**src/hw/vgr_map.svh**
```systemverilog
// Register offsets, field positions, reset values and line limits of the vertical gate block.
`ifndef VGR_MAP_SVH
`define VGR_MAP_SVH

// ----------------------------------------------------------------------------
// Register subaddresses
// ----------------------------------------------------------------------------
`define VGR_ADDR_START_LO 8'h15
`define VGR_ADDR_STOP_LO 8'h16
`define VGR_ADDR_MISC 8'h17
`define VGR_ADDR_GAIN 8'h18
`define VGR_ADDR_OFFSET 8'h19

// ----------------------------------------------------------------------------
// Bit positions in the miscellaneous register
// ----------------------------------------------------------------------------
`define VGR_MISC_START_MSB 0
`define VGR_MISC_STOP_MSB 1
`define VGR_MISC_EARLY 2
`define VGR_MISC_HALF_DIS 6
`define VGR_MISC_LINE_DIS 7

// ----------------------------------------------------------------------------
// Reset values
// ----------------------------------------------------------------------------
`define VGR_RST_POS 8'h00
`define VGR_RST_MISC 8'h00
`define VGR_RST_GAIN 8'h80
`define VGR_RST_OFFSET 8'h80
`define VGR_RST_LINE 9'h000
`define VGR_READ_ZERO 8'h00

// ----------------------------------------------------------------------------
// Line counter limits and raw data scaling
// ----------------------------------------------------------------------------
`define VGR_MAX_50HZ 9'h138
`define VGR_MAX_60HZ 9'h106
`define VGR_LINE_STEP 9'h001
`define VGR_GAIN_SHIFT 7
`define VGR_OFFSET_BIAS 11'h080
`define VGR_RAW_MAX 11'h0FF
`define VGR_RAW_FULL 8'hFF
`define VGR_RAW_ZERO 8'h00

`endif

```
**src/hw/vgr_pkg.sv**
```systemverilog
// State types of the vertical gate and raw gain block.
package vgr_pkg;

  // Whole state of the top module.
  typedef struct packed {
    logic [7:0] start_lo;
    logic [7:0] stop_lo;
    logic [7:0] misc;
    logic [7:0] gain;
    logic [7:0] offset;
    logic [8:0] line_cnt;
    logic cnt_new;
    logic gate;
    logic field_identifier;
    logic [7:0] rdata;
  } vgr_top_state_t;

  // Whole state of the raw data scaler.
  typedef struct packed {
    logic [7:0] data;
    logic valid;
  } vgr_raw_state_t;

endpackage

```
**src/hw/vgr_raw_scale.sv**
```systemverilog
// Raw ADC bypass data scaler: linear gain, biased offset and clamping.
`timescale 1ns/100ps
`include "vgr_map.svh"

module vgr_raw_scale
  import vgr_pkg::*;
(
  input wire logic clk_sys_in,
  input wire logic rst_in,
  input wire logic [7:0] gain_in,
  input wire logic [7:0] offset_in,
  input wire logic [7:0] data_in,
  input wire logic valid_in,
  output logic [7:0] data_out,
  output logic valid_out
);

  vgr_raw_state_t s;
  vgr_raw_state_t next_s;
  logic [15:0] product;
  logic [8:0] scaled;
  logic signed [10:0] sum;

  // Gain 128 is unity, so the product is divided by 128; the offset code is biased by 128.
  always_comb begin
    product = 16'(data_in) * 16'(gain_in); // RULE7
    scaled = product[15:`VGR_GAIN_SHIFT]; // RULE7
    sum = $signed({2'b00, scaled} + {3'b000, offset_in} - `VGR_OFFSET_BIAS); // RULE8
    next_s = s;
    next_s.valid = valid_in;
    if (valid_in) begin
      // Clamp rather than wrap, so doubled bright samples stay white.
      if (sum < 0) begin
        next_s.data = `VGR_RAW_ZERO;
      end else if (sum > $signed(`VGR_RAW_MAX)) begin
        next_s.data = `VGR_RAW_FULL;
      end else begin
        next_s.data = sum[7:0];
      end
    end
  end

  // State register.
  always_ff @(posedge clk_sys_in) begin
    if (rst_in) begin
      s <= '0;
    end else begin
      s <= next_s;
    end
  end

  assign data_out = s.data;
  assign valid_out = s.valid;
endmodule

```
**src/hw/vgr_top.sv**
```systemverilog
// Vertical gate timing, field identifier, line clock output enables and raw data level control.
`timescale 1ns/100ps
`include "vgr_map.svh"

// What this block does
// RULE1: Gate rises when line count equals start.
// RULE2: Field identifier changes polarity at start line.
// RULE3: Start is eight low bits plus misc bit 0.
// RULE4: Gate falls at stop; stop MSB misc bit 1.
// RULE5: Early bit moves gate one line earlier, field two.
// RULE6: Misc bits 7 and 6 tri-state the clocks.
// RULE7: Raw gain: 0 off, 128 nominal, 255 double.
// RULE8: Raw offset biased 128: -128 to +128 LSB; the code reaches +127 at most.
// RULE9: Line values map per 50 or 60 Hz.
module vgr_top
  import vgr_pkg::*;
(
  input wire logic clk_sys_in,
  input wire logic rst_in,
  input wire logic reg_wr_in,
  input wire logic reg_rd_in,
  input wire logic [7:0] reg_addr_in,
  input wire logic [7:0] reg_wdata_in,
  output logic [7:0] reg_rdata_out,
  input wire logic line_strobe_in,
  input wire logic field_sync_in,
  input wire logic field2_in,
  input wire logic mode_60hz_in,
  input wire logic [7:0] raw_data_in,
  input wire logic raw_valid_in,
  output logic vertical_gate_pulse_out,
  output logic field_identifier_out,
  output logic line_clock_oe_n_out,
  output logic half_line_clock_oe_n_out,
  output logic [7:0] raw_data_out,
  output logic raw_valid_out
);

  // ----------------------------------------------------------------------------
  // State and decoded fields
  // ----------------------------------------------------------------------------
  vgr_top_state_t s;
  vgr_top_state_t next_s;
  logic [8:0] start_pos;
  logic [8:0] stop_pos;
  logic [8:0] line_max;
  logic [8:0] eff_line;
  logic early_now;

  // The nine-bit positions are always rebuilt from the live registers.
  assign start_pos = {s.misc[`VGR_MISC_START_MSB], s.start_lo}; // RULE3
  assign stop_pos = {s.misc[`VGR_MISC_STOP_MSB], s.stop_lo}; // RULE4
  assign line_max = mode_60hz_in ? `VGR_MAX_60HZ : `VGR_MAX_50HZ; // RULE9
  assign early_now = s.misc[`VGR_MISC_EARLY] & field2_in; // RULE5

  // Comparing against count plus one fires a line sooner without touching the
  // programmed positions; a start of zero is therefore never matched in an early field.
  assign eff_line = early_now ? s.line_cnt + `VGR_LINE_STEP : s.line_cnt; // RULE5

  // ----------------------------------------------------------------------------
  // Next state
  // ----------------------------------------------------------------------------
  always_comb begin
    next_s = s;

    // Register writes land one edge after the strobe.
    if (reg_wr_in) begin
      case (reg_addr_in)
        `VGR_ADDR_START_LO: begin
          next_s.start_lo = reg_wdata_in; // RULE3
        end
        `VGR_ADDR_STOP_LO: begin
          next_s.stop_lo = reg_wdata_in; // RULE4
        end
        `VGR_ADDR_MISC: begin
          next_s.misc = reg_wdata_in; // RULE6
        end
        `VGR_ADDR_GAIN: begin
          next_s.gain = reg_wdata_in;
        end
        `VGR_ADDR_OFFSET: begin
          next_s.offset = reg_wdata_in;
        end
        default: begin
          next_s.misc = s.misc; // Unmapped writes are dropped.
        end
      endcase
    end

    // Reads return the stored byte; an unmapped subaddress reads as zero.
    if (reg_rd_in) begin
      case (reg_addr_in)
        `VGR_ADDR_START_LO: begin
          next_s.rdata = s.start_lo;
        end
        `VGR_ADDR_STOP_LO: begin
          next_s.rdata = s.stop_lo;
        end
        `VGR_ADDR_MISC: begin
          next_s.rdata = s.misc;
        end
        `VGR_ADDR_GAIN: begin
          next_s.rdata = s.gain;
        end
        `VGR_ADDR_OFFSET: begin
          next_s.rdata = s.offset;
        end
        default: begin
          next_s.rdata = `VGR_READ_ZERO;
        end
      endcase
    end

    // Value zero is the first counted line of a field; the count holds at the
    // last value of the standard so a missing field sync cannot wrap it.
    if (field_sync_in) begin
      next_s.line_cnt = `VGR_RST_LINE; // RULE9
    end else if (line_strobe_in && s.line_cnt < line_max) begin
      next_s.line_cnt = s.line_cnt + `VGR_LINE_STEP; // RULE9
    end
    next_s.cnt_new = field_sync_in | line_strobe_in;

    // Compare once per new line value; stop wins when both match.
    if (s.cnt_new) begin
      if (eff_line == stop_pos) begin
        next_s.gate = 1'b0; // RULE4
      end else if (eff_line == start_pos) begin
        next_s.gate = 1'b1; // RULE1 RULE5
      end
      // The identifier follows the unshifted start position.
      if (s.line_cnt == start_pos) begin
        next_s.field_identifier = field2_in; // RULE2
      end
    end
  end

  // ----------------------------------------------------------------------------
  // State register
  // ----------------------------------------------------------------------------
  always_ff @(posedge clk_sys_in) begin
    if (rst_in) begin
      s.start_lo <= `VGR_RST_POS;
      s.stop_lo <= `VGR_RST_POS;
      s.misc <= `VGR_RST_MISC;
      s.gain <= `VGR_RST_GAIN;
      s.offset <= `VGR_RST_OFFSET;
      s.line_cnt <= `VGR_RST_LINE;
      s.cnt_new <= 1'b0;
      s.gate <= 1'b0;
      s.field_identifier <= 1'b0;
      s.rdata <= `VGR_READ_ZERO;
    end else begin
      s <= next_s;
    end
  end

  // ----------------------------------------------------------------------------
  // Outputs
  // ----------------------------------------------------------------------------
  // The enables are active low: a set disable bit releases the clock pin.
  assign line_clock_oe_n_out = s.misc[`VGR_MISC_LINE_DIS]; // RULE6
  assign half_line_clock_oe_n_out = s.misc[`VGR_MISC_HALF_DIS]; // RULE6
  assign vertical_gate_pulse_out = s.gate;
  assign field_identifier_out = s.field_identifier;
  assign reg_rdata_out = s.rdata;

  // Raw bypass samples see the gain and offset registers directly, so a new
  // setting takes effect on the very next sample; the host must time its writes.
  vgr_raw_scale u_raw (
    .clk_sys_in(clk_sys_in),
    .rst_in(rst_in),
    .gain_in(s.gain),
    .offset_in(s.offset),
    .data_in(raw_data_in),
    .valid_in(raw_valid_in),
    .data_out(raw_data_out),
    .valid_out(raw_valid_out)
  );
endmodule

```
**config.mk**
```make
export PLATFORM = sky130hd
export DESIGN_NAME = vgr_top
export DESIGN_NICKNAME = d
export VERILOG_FILES = /design/src/hw/vgr_pkg.sv /design/src/hw/vgr_raw_scale.sv /design/src/hw/vgr_top.sv
export VERILOG_INCLUDE_DIRS = /design/src /design/src/hw
export SDC_FILE = /design/constraint.sdc
export NUM_CORES = 1
export LEC_CHECK = 0
export ABC_AREA = 1
export BUFFER_PORTS_ARGS = -buffer_cell sky130_fd_sc_hd__buf_2
export CAP_MARGIN = 20
export CORE_ASPECT_RATIO = 1.5
export CORE_UTILIZATION = 25
export CTS_CLUSTER_SIZE = 16
export DETAILED_ROUTE_END_ITERATION = 10
export PLACE_DENSITY = 0.5
export SLEW_MARGIN = 10
export SYNTH_ARGS = -nofsm -noshare
export SYNTH_HDL_FRONTEND = slang
export SYNTH_SLANG_ARGS = --single-unit
```
**constraint.sdc**
```tcl
create_clock -name clk_sys_in -period 5.5 [get_ports clk_sys_in]
set_input_delay 0.55 -clock clk_sys_in [delete_from_list [all_inputs] [get_ports clk_sys_in]]
set_output_delay 0.55 -clock clk_sys_in [all_outputs]
set_load 0.01 [all_outputs]
```
==> results.md <==
- Final setup violation count: 0
- R2R Path End: u_raw.data_out[5]$_SDFFE_PP0P_
- Mapped Cells: 870
- CP dominant cell by count: fa_1
- Leakage: 3.974 nW
- CP required: 5.72 ns
- Critical Path AT: 5.52 ns
- P_int: 0.001091 W
- RSZ-0062 raised after global routing: true
- Sw frac: 24.34%
- Die Span Y: 193.9 µm
- Via density: 4.507
- Final period util: 96.33%
- Synth unique cells: 38
- Dominant synthesized flop cell: dfxtp_1
- Final setup skew: 0.006474 ns
- Hold path depth: 2
- Initial Utilization: 25.66%
- Largest net degree at the start of global routing: 29
- Placed Area: 0.007079 mm²
- DRC viols: 0
- Initial antenna violation count: 0
- Gate power share: 13.4%
- Routability cong.: 0.8289
- Hold Violations, Final: 0
- Status: finished clean
- Minimum clock period: 5.298 ns
- H-tree depth: 3
- Layout cell share with drive strength beyond 1: 24.90%
- Achievable Freq: 0.1887 GHz
- Seq/Total Area, Yosys: 22.51%
- Antenna diodes: 0
- Peak supply drop: 0.1689 mV
- Vias: 5,764
- Cell row count: 69
- DP Wirelength: 15,240 µm
- Net Sw Power: 0.0003509 W
- Reg2reg start: s[33]$_SDFFE_PP0P_
- Port Buffer Count: 53
- First-pass GRT wire length: 29,060 µm
- Hold path endpoint: field_identifier_out$_SDFFE_PP0P_
- Root Buffer: clkbuf_16
- Max incr delay on CP: 0.60 ns
- Syn nets: 994
- Least-Margin Pin Slew: 0.6463 ns
- CP endpoint kind: flop
- Die ar.: 0.02519 mm²
- Area of the mapped netlist: 0.006137 mm²
- WL final: 18,680 µm
- Pwr/cell area: 182.6 mW/mm²
- Layout area overhead: 28.68%
- All-layer global routing usage: 15.06%
- Die width: 129.9 µm
- 1st-pass router iterations: 4
- TritonCTS Buffers: 9
- Worst setup SP type: input port
- Max FO, Critical Path: 8
- Warnings, synthesis: 0
- Clock Path Buffers: 2
- Antenna-violating nets left: 0
- Avg Cell Area, Syn: 7.054 µm²
- # IOs: 54
- Crit path kind: input port to flop
- Reg clk slew, reported paths: 0.06 ns
- Max_slew headroom: 56.87%
- WL per Instance: 14.61 µm
- EDFF count, synth: 0
- HP Class: flop to flop
- DR iter-0 viols: 244
- R2R Setup Slk: 0.21 ns
- Slowest CP cell: fa_1
- Clock power share: 50.6%
- CTS tree: yes
- Setup TNS: 0 ns
- Max Cap Viol: 0
- Async S/R FF share, synth: 0%
- CORE AREA: 0.02391 mm²
- Most common cell after layout, fill and taps aside: inv_1
- Clock sinks: 69
- Number of global-route vias before repair: 5,666
- Global route total overflow: 0
- Commonest non-fill, non-tap cells in the layout: inv_1, nand2_1, dfxtp_1
- Synth Register Bits: 69
- Sequential power share: 36.0%
- Skew-Pair Late Insertion Delay: 0.34 ns
- Finished layout cell area: 0.007898 mm²
- Nets: 1,079
- Min-delay src: field_identifier_out$_SDFFE_PP0P_
- Slew Viols, Final: 0
- Worst reg-to-reg path cell count: 25
## power groups by stage
| stage | clock network, W | registers (W) | logic (W) |
|---|---|---|---|
| after floorplan | 0 | 0.000532 | 0.000107 |
| after global placement | 0 | 0.000534 | 0.000175 |
| after detailed placement | 0 | 0.000533 | 0.000179 |
| after CTS | 0.000742 | 0.000522 | 0.000182 |
| after global routing | 0.000765 | 0.000521 | 0.000216 |
| final | 0.000729 | 0.000520 | 0.000193 |
## state kept, by name (all words and copies together), names as in the netlist
register	cells
s	48
reg_rdata_out	8
u_raw.data_out	8
field_identifier_out	1
half_line_clock_oe_n_out	1
line_clock_oe_n_out	1
u_raw.valid_out	1
vertical_gate_pulse_out	1
## layout make-up
type | count | area (µm²)
tap | 319 | 399.1
inverter | 189 | 709.4
clock buffer | 10 | 239.0
sequential | 69 | 1404
timing repair buffer | 110 | 726.9
fill | 2618 | 16020
clock inverter | 6 | 133.9
multi-input combinational | 576 | 4285
## worst max-delay path: cells and delay by family
family	cells	cell delay [ns]
AOI/OAI and AO/OA	2	0.25
xor gates and xnor gates	1	0.17
buffers and inverters	6	0.64
adders and majority gates	8	3.16
and+or+nand+nor	9	0.76
## repair_timing
item,CTS,global route
buffers inserted,0,3
pin swaps,7,42
hold buffers,0,0
hold endpoints to repair,0,0
endpoints found under the setup margin,8,8
gates resized for setup,16,69
## cell families (layout without fill, tap and decap cells)
family	count (synthesis)	after routing	share of synthesized area (%)
xor gates and xnor gates	21	21	2.997
DFF	69	69	22.51
adders and majority gates	91	91	22.96
AOI/OAI and AO/OA	173	173	15.66
buffers and inverters	225	315	14.54
and+or+nand+nor	291	291	21.35
## layer usage
layer	up-vias	track usage, %	part of all wire [%]	wire length [µm]
met3	28	1.876	1.8	328
met1	2748	15.83	40	7402
met5	-	0	0	0
met2	72	29.69	56	10400
li1	2916	-	-	-
met4	0	5.082	2.9	546
## synthesized netlist by cell type, types with 2 or more instances
master    instances  area [µm²]
nor2_1           36       135.1
nand2_4           2       22.52
xor2_1           14       122.6
a21oi_2           8       70.07
o21ai_0          57       285.3
o21ai_1           5       25.02
ha_1             55       688.2
a21oi_1          65       325.3
nand2_2          12       75.07
buf_4            11       82.58
nor2_2            6       37.54
a31oi_1           7       43.79
dfxtp_1          69        1381
xnor2_1           7       61.31
inv_1           183       686.9
buf_2             5       25.02
nand3_1          39       195.2
clkinv_1          2       7.510
inv_2             4       15.01
nand3_2           8       80.08
nor3_2            2       20.02
fa_1             36       720.7
nor3_1            4       20.02
nand4_1          10       62.56
nand2_1         168       630.6
buf_1             2       7.510
clkbuf_1         18       67.56
o22ai_1          19       118.9
a211oi_1          7       52.55
## worst max path at each step
| stage | startpoint | endpoint | cells past startpoint |
|---|---|---|---|
| after detailed placement | raw_data_in[1] | u_raw.data_out[4]$_SDFFE_PP0P_ | 33 |
| after global placement | raw_data_in[1] | u_raw.data_out[7]$_SDFFE_PP0P_ | 28 |
| after global routing | s[30]$_SDFFE_PP0P_ | u_raw.data_out[5]$_SDFFE_PP0P_ | 35 |
| after floorplan | raw_data_in[2] | u_raw.data_out[6]$_SDFFE_PP0P_ | 27 |
| after CTS | s[30]$_SDFFE_PP0P_ | u_raw.data_out[4]$_SDFFE_PP0P_ | 34 |
| final | raw_data_in[1] | u_raw.data_out[5]$_SDFFE_PP0P_ | 26 |
## per-stage QoR
step / hold WS, ns / worst slack, ns / utilization [%] / power, W / cells
4_1_cts: 0.4506 / 0.002796 / 31.47 / 0.001445 / 1276
5_1_grt: 0.4568 / -0.05136 / 33.02 / 0.001501 / 1279
3_5_place_dp: 0.4418 / -0.4084 / 29.60 / 0.0007121 / 1260
3_3_place_gp: 0.4375 / -0.3719 / 29.49 / 0.0007087 / 1259
6_report: 0.4480 / 0.2016 / 33.02 / 0.001442 / 1279
2_1_floorplan: 0.4298 / 0.01967 / - / 0.0006394 / 870
No activity file was read; power rests on OpenSTA's default activity.
